## src/psi_pkg.sv

```systemverilog
// constants and types for the phy status interrupt and indicator block
package psi_pkg;

  // ------------------------------------------------------------------
  // register map (printed offsets are indices, byte address = 4 x index)
  // ------------------------------------------------------------------
  localparam logic [7:0]  IDX_INT_ENABLE   = 8'h12;
  localparam logic [7:0]  IDX_STATUS_CHG   = 8'h13;
  localparam logic [7:0]  IDX_IND_CONFIG   = 8'h14;
  localparam logic [11:0] ADDR_INT_ENABLE  = {2'h0, IDX_INT_ENABLE, 2'h0};
  localparam logic [11:0] ADDR_STATUS_CHG  = {2'h0, IDX_STATUS_CHG, 2'h0};
  localparam logic [11:0] ADDR_IND_CONFIG  = {2'h0, IDX_IND_CONFIG, 2'h0};

  // ------------------------------------------------------------------
  // field positions
  // ------------------------------------------------------------------
  localparam int BIT_AN_MSK      = 7;
  localparam int BIT_SPEED_MSK   = 6;
  localparam int BIT_DUPLEX_MSK  = 5;
  localparam int BIT_LINK_MSK    = 4;
  localparam int BIT_RSVD_EN     = 2;
  localparam int BIT_MASTER_EN   = 1;
  localparam int BIT_FORCE_IRQ   = 0;
  localparam int BIT_AN_DONE     = 7;
  localparam int BIT_SPEED_CHG   = 6;
  localparam int BIT_DUPLEX_CHG  = 5;
  localparam int BIT_LINK_CHG    = 4;
  localparam int BIT_IRQ_PEND    = 2;
  localparam int POS_SEL1        = 12;
  localparam int POS_SEL2        = 8;
  localparam int POS_DUR         = 2;
  localparam int BIT_STRETCH_EN  = 1;

  // ------------------------------------------------------------------
  // reset values
  // ------------------------------------------------------------------
  localparam logic [3:0] RST_SEL1       = 4'h0;
  localparam logic [3:0] RST_SEL2       = 4'h4;
  localparam logic [1:0] RST_DUR        = 2'h0;
  localparam logic       RST_STRETCH_EN = 1'b1;

  // ------------------------------------------------------------------
  // selector codes
  // ------------------------------------------------------------------
  localparam logic [3:0] SEL_SPEED    = 4'h0;
  localparam logic [3:0] SEL_TX       = 4'h1;
  localparam logic [3:0] SEL_RX       = 4'h2;
  localparam logic [3:0] SEL_COL      = 4'h3;
  localparam logic [3:0] SEL_LINK     = 4'h4;
  localparam logic [3:0] SEL_DUPLEX   = 4'h5;
  localparam logic [3:0] SEL_UNUSED   = 4'h6;
  localparam logic [3:0] SEL_ACT      = 4'h7;
  localparam logic [3:0] SEL_ON       = 4'h8;
  localparam logic [3:0] SEL_OFF      = 4'h9;
  localparam logic [3:0] SEL_FAST     = 4'hA;
  localparam logic [3:0] SEL_SLOW     = 4'hB;
  localparam logic [3:0] SEL_LINK_RX  = 4'hC;
  localparam logic [3:0] SEL_LINK_ACT = 4'hD;
  localparam logic [3:0] SEL_DUP_COL  = 4'hE;

  // ------------------------------------------------------------------
  // timing
  // ------------------------------------------------------------------
  localparam int CLK_HZ      = 40_000_000;
  localparam int T30_MS      = 30;
  localparam int T60_MS      = 60;
  localparam int T100_MS     = 100;
  localparam int TICK_HZ     = 1000;
  localparam int TICK_CYC    = CLK_HZ / TICK_HZ;
  localparam int FAST_MS     = 50;
  localparam int SLOW_MS     = 250;

  // ------------------------------------------------------------------
  // carriers
  // ------------------------------------------------------------------
  typedef struct packed {
    logic link_up;
    logic speed_100;
    logic full_duplex;
    logic an_complete;
    logic tx_active;
    logic rx_active;
    logic collision;
  } psi_phy_status_t;

  typedef struct packed {
    logic        psel;
    logic        penable;
    logic        pwrite;
    logic [11:0] paddr;
    logic [31:0] pwdata;
  } psi_apb_req_t;

  typedef struct packed {
    logic [31:0] prdata;
    logic        pready;
    logic        pslverr;
  } psi_apb_rsp_t;

endpackage : psi_pkg

```

## src/psi_indicator.sv

```systemverilog
// one indicator output with source selector and pulse stretching
`timescale 1ns/1ps
module psi_indicator
  import psi_pkg::*;
(
  input  wire logic            core_clk,
  input  wire logic            rstn,
  input  wire logic [3:0]      sel,
  input  wire logic            stretch_en,
  input  wire logic [6:0]      hold_ms,
  input  wire logic            ms_tick,
  input  wire logic            fast_blink,
  input  wire logic            slow_blink,
  input  wire psi_phy_status_t st,
  output logic                 ind_r
);

  logic [6:0] cnt_r;
  logic [6:0] cnt_nxt;
  logic       tog_r;
  logic       tog_nxt;
  logic       ind_nxt;
  logic       ev;
  logic       comb;
  logic       stretched;

  // ------------------------------------------------------------------
  // event select and stretch timer
  // ------------------------------------------------------------------
  always_comb
  begin
    comb = (sel == SEL_LINK_RX) || (sel == SEL_LINK_ACT) || (sel == SEL_DUP_COL);
    case (sel)
      SEL_TX:       ev = st.tx_active;
      SEL_RX:       ev = st.rx_active;
      SEL_COL:      ev = st.collision;
      SEL_ACT:      ev = st.tx_active | st.rx_active;
      SEL_LINK_RX:  ev = st.rx_active;
      SEL_LINK_ACT: ev = st.tx_active | st.rx_active;
      SEL_DUP_COL:  ev = st.collision;
      default:      ev = 1'b0;
    endcase
    cnt_nxt = cnt_r;
    tog_nxt = tog_r;
    if (ev)
    begin
      cnt_nxt = hold_ms;
    end
    else if (ms_tick && cnt_r != 7'h00)
    begin
      cnt_nxt = cnt_r - 7'h01;
    end
    // combined modes blink once per stretched event
    if (comb && ms_tick && cnt_r == 7'h01)
    begin
      tog_nxt = ~tog_r;
    end
    if (comb && ev && cnt_r == 7'h00)
    begin
      tog_nxt = ~tog_r;
    end
    stretched = ev | (cnt_r != 7'h00);
    case (sel)
      SEL_SPEED:    ind_nxt = st.speed_100;
      SEL_TX, SEL_RX, SEL_COL, SEL_ACT:
        ind_nxt = stretch_en ? stretched : ev;
      SEL_LINK:     ind_nxt = st.link_up;
      SEL_DUPLEX:   ind_nxt = st.full_duplex;
      SEL_ON:       ind_nxt = 1'b1;
      SEL_OFF:      ind_nxt = 1'b0;
      SEL_FAST:     ind_nxt = fast_blink;
      SEL_SLOW:     ind_nxt = slow_blink;
      SEL_LINK_RX:  ind_nxt = st.link_up ^ tog_r;
      SEL_LINK_ACT: ind_nxt = st.link_up ^ tog_r;
      SEL_DUP_COL:  ind_nxt = st.full_duplex ^ tog_r;
      default:      ind_nxt = 1'b0;
    endcase
    if (!comb)
    begin
      tog_nxt = 1'b0;
    end
  end

  always_ff @(posedge core_clk or negedge rstn)
  begin
    if (!rstn)
    begin
      cnt_r <= 7'h00;
      tog_r <= 1'b0;
      ind_r <= 1'b0;
    end
    else
    begin
      cnt_r <= cnt_nxt;
      tog_r <= tog_nxt;
      ind_r <= ind_nxt;
    end
  end

endmodule : psi_indicator

```

## src/psi_top.sv

```systemverilog
// phy status change flags, management interrupt and indicator selection
//
// Notes on behaviour
// - master enable gates flag interrupts but not the force bit, resets off
// - test force bit asserts interrupt output
// - speed change flag set, cleared by read
// - duplex change flag set, cleared by read
// - link change flag set, cleared by read
// - negotiation done flag set, cleared by read
// - pending bit shows interrupt pending
// - first selector resets to speed display
// - selector code map for indicator sources
// - activity codes stretched, status codes continuous
// - combined link and duplex modes
// - second selector resets to link display
// - link modes solid, events blink
// - duplex mode solid, collisions blink
// - combined modes always stretch
// - per event masks, reset zero
// - stretch duration 30, 60, 100 ms
// - global stretch enable, resets on
`timescale 1ns/1ps
module psi_top
  import psi_pkg::*;
(
  input  wire logic                   core_clk,
  input  wire logic                   rstn,
  input  wire psi_pkg::psi_apb_req_t  apb_req,
  output psi_pkg::psi_apb_rsp_t       apb_rsp,
  input  wire psi_pkg::psi_phy_status_t phy_st,
  output logic                        mgmt_irq_n,
  output logic                        first_indicator,
  output logic                        second_indicator
);

  // ------------------------------------------------------------------
  // state
  // ------------------------------------------------------------------
  typedef enum logic [1:0] {
    PSI_IDLE   = 2'b01,
    PSI_ACCESS = 2'b10
  } psi_bus_state_t;

  psi_bus_state_t  bus_r;
  psi_bus_state_t  bus_nxt;
  psi_apb_rsp_t    rsp_r;
  psi_apb_rsp_t    rsp_nxt;
  logic [7:0]      en_r;
  logic [7:0]      en_nxt;
  logic [3:0]      sel1_r;
  logic [3:0]      sel1_nxt;
  logic [3:0]      sel2_r;
  logic [3:0]      sel2_nxt;
  logic [1:0]      dur_r;
  logic [1:0]      dur_nxt;
  logic            str_en_r;
  logic            str_en_nxt;
  logic            speed_chg_r;
  logic            speed_chg_nxt;
  logic            duplex_chg_r;
  logic            duplex_chg_nxt;
  logic            link_chg_r;
  logic            link_chg_nxt;
  logic            an_done_r;
  logic            an_done_nxt;
  logic            prev_speed_r;
  logic            prev_duplex_r;
  logic            prev_link_r;
  logic            prev_an_r;
  logic            prev_valid_r;
  logic            irq_n_nxt;
  logic            irq_n_r;
  logic            pend;
  logic            access;
  logic            wr;
  logic            rd_chg;
  logic [6:0]      hold_ms;
  logic [15:0]     tick_cnt_r;
  logic [15:0]     tick_cnt_nxt;
  logic            ms_tick_r;
  logic            ms_tick_nxt;
  logic [7:0]      fast_cnt_r;
  logic [7:0]      fast_cnt_nxt;
  logic [7:0]      slow_cnt_r;
  logic [7:0]      slow_cnt_nxt;
  logic            fast_r;
  logic            fast_nxt;
  logic            slow_r;
  logic            slow_nxt;

  localparam logic [15:0] TICK_LAST = 16'(TICK_CYC - 1);
  localparam logic [7:0]  FAST_LAST = 8'(FAST_MS - 1);
  localparam logic [7:0]  SLOW_LAST = 8'(SLOW_MS - 1);
  localparam logic [6:0]  HOLD_30   = 7'(T30_MS);
  localparam logic [6:0]  HOLD_60   = 7'(T60_MS);
  localparam logic [6:0]  HOLD_100  = 7'(T100_MS);

  // ------------------------------------------------------------------
  // apb slave, answers in the first access cycle
  // ------------------------------------------------------------------
  always_comb
  begin
    access  = apb_req.psel && apb_req.penable && (bus_r == PSI_ACCESS);
    wr      = access && apb_req.pwrite;
    rd_chg  = access && !apb_req.pwrite && (apb_req.paddr == ADDR_STATUS_CHG);
    bus_nxt = bus_r;
    rsp_nxt = '0;
    case (bus_r)
      PSI_IDLE:
      begin
        if (apb_req.psel && !apb_req.penable)
        begin
          bus_nxt = PSI_ACCESS;
        end
      end
      PSI_ACCESS:
      begin
        bus_nxt = PSI_IDLE;
      end
      default:
      begin
        bus_nxt = PSI_IDLE;
      end
    endcase
    // answer registered in setup so pready is high in first access cycle
    if (bus_r == PSI_IDLE && apb_req.psel && !apb_req.penable)
    begin
      rsp_nxt.pready = 1'b1;
      if (apb_req.paddr == ADDR_INT_ENABLE)
      begin
        rsp_nxt.prdata = {24'h000000, en_r};
      end
      else if (apb_req.paddr == ADDR_STATUS_CHG)
      begin
        rsp_nxt.prdata[BIT_AN_DONE]    = an_done_r;
        rsp_nxt.prdata[BIT_SPEED_CHG]  = speed_chg_r;
        rsp_nxt.prdata[BIT_DUPLEX_CHG] = duplex_chg_r;
        rsp_nxt.prdata[BIT_LINK_CHG]   = link_chg_r;
        rsp_nxt.prdata[BIT_IRQ_PEND]   = pend;
      end
      else if (apb_req.paddr == ADDR_IND_CONFIG)
      begin
        rsp_nxt.prdata[POS_SEL1 +: 4]      = sel1_r;
        rsp_nxt.prdata[POS_SEL2 +: 4]      = sel2_r;
        rsp_nxt.prdata[POS_DUR +: 2]       = dur_r;
        rsp_nxt.prdata[BIT_STRETCH_EN]     = str_en_r;
      end
      else
      begin
        rsp_nxt.pslverr = 1'b1;
      end
    end
  end

  // ------------------------------------------------------------------
  // configuration registers
  // ------------------------------------------------------------------
  always_comb
  begin
    en_nxt     = en_r;
    sel1_nxt   = sel1_r;
    sel2_nxt   = sel2_r;
    dur_nxt    = dur_r;
    str_en_nxt = str_en_r;
    if (wr && apb_req.paddr == ADDR_INT_ENABLE)
    begin
      en_nxt = apb_req.pwdata[7:0];
    end
    else if (wr && apb_req.paddr == ADDR_IND_CONFIG)
    begin
      sel1_nxt   = apb_req.pwdata[POS_SEL1 +: 4];
      sel2_nxt   = apb_req.pwdata[POS_SEL2 +: 4];
      dur_nxt    = apb_req.pwdata[POS_DUR +: 2];
      str_en_nxt = apb_req.pwdata[BIT_STRETCH_EN];
    end
  end

  always_ff @(posedge core_clk or negedge rstn)
  begin
    if (!rstn)
    begin
      bus_r    <= PSI_IDLE;
      rsp_r    <= '0;
      en_r     <= 8'h00;
      sel1_r   <= RST_SEL1;
      sel2_r   <= RST_SEL2;
      dur_r    <= RST_DUR;
      str_en_r <= RST_STRETCH_EN;
    end
    else
    begin
      bus_r    <= bus_nxt;
      rsp_r    <= rsp_nxt;
      en_r     <= en_nxt;
      sel1_r   <= sel1_nxt;
      sel2_r   <= sel2_nxt;
      dur_r    <= dur_nxt;
      str_en_r <= str_en_nxt;
    end
  end

  // ------------------------------------------------------------------
  // change flags and interrupt
  // ------------------------------------------------------------------
  always_comb
  begin
    speed_chg_nxt  = rd_chg ? 1'b0 : speed_chg_r;
    duplex_chg_nxt = rd_chg ? 1'b0 : duplex_chg_r;
    link_chg_nxt   = rd_chg ? 1'b0 : link_chg_r;
    an_done_nxt    = rd_chg ? 1'b0 : an_done_r;
    // set wins over the read clear
    if (prev_valid_r && phy_st.speed_100 != prev_speed_r)
    begin
      speed_chg_nxt = 1'b1;
    end
    if (prev_valid_r && phy_st.full_duplex != prev_duplex_r)
    begin
      duplex_chg_nxt = 1'b1;
    end
    if (prev_valid_r && phy_st.link_up != prev_link_r)
    begin
      link_chg_nxt = 1'b1;
    end
    if (phy_st.an_complete && !prev_an_r)
    begin
      an_done_nxt = 1'b1;
    end
    pend = en_r[BIT_FORCE_IRQ]
         | (en_r[BIT_MASTER_EN]
            & ((en_r[BIT_AN_MSK] & an_done_r)
             | (en_r[BIT_SPEED_MSK] & speed_chg_r)
             | (en_r[BIT_DUPLEX_MSK] & duplex_chg_r)
             | (en_r[BIT_LINK_MSK] & link_chg_r)));
    irq_n_nxt = ~pend;
  end

  always_ff @(posedge core_clk or negedge rstn)
  begin
    if (!rstn)
    begin
      speed_chg_r   <= 1'b0;
      duplex_chg_r  <= 1'b0;
      link_chg_r    <= 1'b0;
      an_done_r     <= 1'b0;
      prev_speed_r  <= 1'b0;
      prev_duplex_r <= 1'b0;
      prev_link_r   <= 1'b0;
      prev_an_r     <= 1'b0;
      prev_valid_r  <= 1'b0;
      irq_n_r       <= 1'b1;
    end
    else
    begin
      speed_chg_r   <= speed_chg_nxt;
      duplex_chg_r  <= duplex_chg_nxt;
      link_chg_r    <= link_chg_nxt;
      an_done_r     <= an_done_nxt;
      prev_speed_r  <= phy_st.speed_100;
      prev_duplex_r <= phy_st.full_duplex;
      prev_link_r   <= phy_st.link_up;
      prev_an_r     <= phy_st.an_complete;
      prev_valid_r  <= 1'b1;
      irq_n_r       <= irq_n_nxt;
    end
  end

  // ------------------------------------------------------------------
  // millisecond tick and blink dividers
  // ------------------------------------------------------------------
  always_comb
  begin
    ms_tick_nxt  = (tick_cnt_r == TICK_LAST);
    tick_cnt_nxt = ms_tick_nxt ? 16'h0000 : tick_cnt_r + 16'h0001;
    fast_cnt_nxt = fast_cnt_r;
    slow_cnt_nxt = slow_cnt_r;
    fast_nxt     = fast_r;
    slow_nxt     = slow_r;
    if (ms_tick_r)
    begin
      fast_cnt_nxt = (fast_cnt_r == FAST_LAST) ? 8'h00 : fast_cnt_r + 8'h01;
      slow_cnt_nxt = (slow_cnt_r == SLOW_LAST) ? 8'h00 : slow_cnt_r + 8'h01;
      fast_nxt     = (fast_cnt_r == FAST_LAST) ? ~fast_r : fast_r;
      slow_nxt     = (slow_cnt_r == SLOW_LAST) ? ~slow_r : slow_r;
    end
    case (dur_r)
      2'h0:    hold_ms = HOLD_30;
      2'h1:    hold_ms = HOLD_60;
      2'h2:    hold_ms = HOLD_100;
      default: hold_ms = HOLD_100;
    endcase
  end

  always_ff @(posedge core_clk or negedge rstn)
  begin
    if (!rstn)
    begin
      tick_cnt_r <= 16'h0000;
      ms_tick_r  <= 1'b0;
      fast_cnt_r <= 8'h00;
      slow_cnt_r <= 8'h00;
      fast_r     <= 1'b0;
      slow_r     <= 1'b0;
    end
    else
    begin
      tick_cnt_r <= tick_cnt_nxt;
      ms_tick_r  <= ms_tick_nxt;
      fast_cnt_r <= fast_cnt_nxt;
      slow_cnt_r <= slow_cnt_nxt;
      fast_r     <= fast_nxt;
      slow_r     <= slow_nxt;
    end
  end

  // ------------------------------------------------------------------
  // indicators
  // ------------------------------------------------------------------
  psi_indicator u_ind1 (
    .core_clk   (core_clk),
    .rstn       (rstn),
    .sel        (sel1_r),
    .stretch_en (str_en_r),
    .hold_ms    (hold_ms),
    .ms_tick    (ms_tick_r),
    .fast_blink (fast_r),
    .slow_blink (slow_r),
    .st         (phy_st),
    .ind_r      (first_indicator)
  );

  psi_indicator u_ind2 (
    .core_clk   (core_clk),
    .rstn       (rstn),
    .sel        (sel2_r),
    .stretch_en (str_en_r),
    .hold_ms    (hold_ms),
    .ms_tick    (ms_tick_r),
    .fast_blink (fast_r),
    .slow_blink (slow_r),
    .st         (phy_st),
    .ind_r      (second_indicator)
  );

  always_comb
  begin
    apb_rsp    = rsp_r;
    mgmt_irq_n = irq_n_r;
  end

endmodule : psi_top

```

## config.mk

```make
export PLATFORM = sky130hd
export DESIGN_NAME = psi_top
export DESIGN_NICKNAME = d
export VERILOG_FILES = /design/src/psi_pkg.sv /design/src/psi_indicator.sv /design/src/psi_top.sv
export SDC_FILE = /design/constraint.sdc
export NUM_CORES = 1
export LEC_CHECK = 0
export ABC_CLOCK_PERIOD_IN_PS = 2100
export BUFFER_PORTS_ARGS = -buffer_cell sky130_fd_sc_hd__buf_4
export CAP_MARGIN = 25
export CORE_MARGIN = 4
export CORE_UTILIZATION = 42
export CTS_BUF_LIST = sky130_fd_sc_hd__clkbuf_4 sky130_fd_sc_hd__clkbuf_8 sky130_fd_sc_hd__clkbuf_16
export DETAILED_ROUTE_END_ITERATION = 6
export GPL_TIMING_DRIVEN = 0
export PLACE_DENSITY = 0.62
export SLEW_MARGIN = 20
export SYNTH_ARGS = -nofsm -noshare
export SYNTH_HDL_FRONTEND = slang
export SYNTH_HIERARCHICAL = 1
export SYNTH_SLANG_ARGS = --single-unit
export TNS_END_PERCENT = 5
```

## constraint.sdc

```tcl
create_clock -name core_clk -period 2.1 [get_ports core_clk]
set_input_delay 0.21 -clock core_clk [delete_from_list [all_inputs] [get_ports core_clk]]
set_output_delay 0.21 -clock core_clk [all_outputs]
set_load 0.02 [all_outputs]
```

==> metrics <==
Layout area overhead=20.8%; Die ar.=14,200 um^2; Pre-antenna DRT Iters=4; Max Cap Viol=0; grt met3 use=5.22%; CTS Buffer Depth=2; # IOs=93; GPL Wtd Cong=0.751; reg2reg start=u_ind1/cnt_r[3]; Setup TNS=0 ps; Vias/cell=5.03; fin crit share=95.3%; detailed placement HPWL=7.45 mm; Seq cells post-synth=102; CP startpoint=u_ind1/cnt_r[3]; main flop type after synthesis=dfrtp_1; CTS tree=done; post-CTS setup buffers=0; n_diodes=0; CTS root buf=clkbuf_16; fin nets=631; fmax=500 MHz; top post-synthesis cells by area=dfrtp_1 47%, mux2_2 7.0%, xor2_1 3.4%, mux2i_1 3.3%, nor2_1 3.0%; fillers=1,103; FP Rows=40; Power Dens Cells=626 nW/um^2; Reg2Reg Depth=5; starting density of the core=43.1%; kind of critical path=reg2reg; WHS=-78.3 ps; GR Overflow Total=0; Setup crit end kind=flop; met2 Usage GRT=25.3%; post-synth top area share=47.4%; Placed Cells=698; total number of vias=3,598; Min-Delay Path Class=in2async; Peak VDD IR=0.731 mV; core area=12,000 um^2; Mapped Area=5170 um^2; Clock H-tree levels=3; 1st-iter DRT viols=82; final hold viol count=43; Post-synth EDFFs=0; first-pass GRT wire length=17.5 mm; Non-Filler Instances=716; GRT Overall Usage=15.3%; status=complete, but fails checks; WL per Instance=14.3 um; initial antenna violation count=0; synthesized instance count=472; Routed Antenna Nets=0; Relative slew margins=38.7%; crit path time final=2000 ps; layout cell share with drive strength beyond 1=29.0%; Worst-path clk slew=70 ps; Skew-Pair Late Insertion Delay=350 ps; Layout Utilization=52.1%; Post-Route WL=10.2 mm; post-synthesis average cell area=11.0 um^2; Synth Warn #=6; Setup crit start kind=flop; worst-path fanout max=4; Synth async-reset ratio=100%; Final setup viols=0; Die X=119 um; Leakage=2.96 nW; TritonCTS Sinks=102; most numerous cell in the Yosys netlist=dfrtp_1; Worst Skew=5.40 ps; Port Buffers=60; data arrival time of the worst path=2230 ps; failing checks=hold timing; Req. time, crit path=2330 ps; Synth cell types=58; Synth top cells by count=98 x dfrtp_1, 42 x nor2_1, 32 x mux2_2, 26 x inv_1, 25 x nand2_1; RSZ-0062 raised after global routing=false; Slew @ Worst Pin=920 ps; pin count of the biggest net entering global routing=103; post-synth top area cell=dfrtp_1; met1 Use GR=18.9%; DRC=0; R2R Setup Slk=100 ps; vias in the first global route=3,608; sequential-to-total area share from yosys stat=49.4%; gr busiest metal=met2; Max Slew Vio Count=0; TritonCTS buffer count=9; die height=119 um
-- per-layer routing --
metal | vias up | part of all wire, %
met5 | - | 0
met1 | 1701 | 45
li1 | 1808 | -
met2 | 78 | 49
met3 | 11 | 4.7
met4 | 0 | 1.7
-- worst max-delay path, cell delays in order, from the launching register on --
cell and delay (ps):
dfrtp_1 410, or4_4 570, or3_4 390, nand2_1 90
a31oi_1 110, a2111o_1 320
-- power breakdown --
group,internal (mW),switching [mW]
clock network,0.945,0.737
registers,1.98,0.0115
logic,0.105,0.132
-- state kept, by name, indices dropped and copies added (netlist names), 2 cells and up --
name,cells
sel2_r,4
u_ind2/cnt_r,7
bus_r,2
slow_cnt_r,8
fast_cnt_r,8
dur_r,2
tick_cnt_r,16
sel1_r,4
u_ind1/cnt_r,7
en_r,8
apb_rsp,18
-- layout make-up --
type                       count  area [um^2]  share of cell area, %
sequential                   102         2560                   40.9
multi-input combinational    333         2440                   39.0
timing repair buffer          62          474                   7.58
clock buffer                  10          233                   3.72
buffer                        30          198                   3.16
tap                          147          184                   2.94
inverter                      26         97.6                   1.56
clock inverter                 6         70.1                   1.12
-- through the flow --
step	power [mW]	instance area [um^2]	setup WS, ps
2_1_floorplan	2.14	5250	84.5
3_3_place_gp	2.26	5880	-310
3_5_place_dp	2.27	5880	-380
4_1_cts	3.98	6210	5.33
5_1_grt	4.09	6250	24.3
6_report	3.91	6250	98.1
-- cells by family (layout without fill, tap and decap cells) --
kind of cell	after synthesis	after routing	share of synthesized area, %
buf+inv	56	134	5.71
simple gates	162	162	18.2
xor+xnor	35	35	5.93
mux	49	49	10.3
compound gates	53	53	7.25
fa+ha+maj	13	13	3.05
other cells	2	21	0.145
flops	102	102	49.4
-- repair_timing --
| item | CTS | global route |
|---|---|---|
| gates resized for setup | 1 | 10 |
| hold endpoints to repair | 2 | 0 |
| hold buffers | 2 | 0 |
| cloned | 0 | 0 |
| pin swaps | 0 | 0 |
| endpoints found under the setup margin | 5 | 31 |
-- placed cells by master (no fill, tap or decap), types with 4 or more instances in the layout --
cell type and count:
a21oi_1 7, a22o_1 4, a22oi_1 8, a31oi_1 9, and3_1 13, buf_2 6, buf_4 75, clkbuf_1 6
clkbuf_16 9, conb_1 21, dfrtp_1 98, dfstp_2 4, ha_1 11, inv_1 26, mux2_2 32, mux2i_1 17
nand2_1 23, nand2b_1 6, nand3_1 9, nand3b_1 4, nand4_1 10, nor2_1 42, nor3_1 12, o21ai_0 5
or4_4 5, xnor2_1 15, xor2_1 20
-- final timing paths --
check	end
min reg2reg	mgmt_irq_n
min in group core_clk	prev_link_r
min	en_r[7]
max	u_ind1/ind_r
max reg2reg	u_ind1/ind_r
max in group asynchronous	u_ind1/cnt_r[3]
No activity file was read; power rests on OpenSTA's default activity.
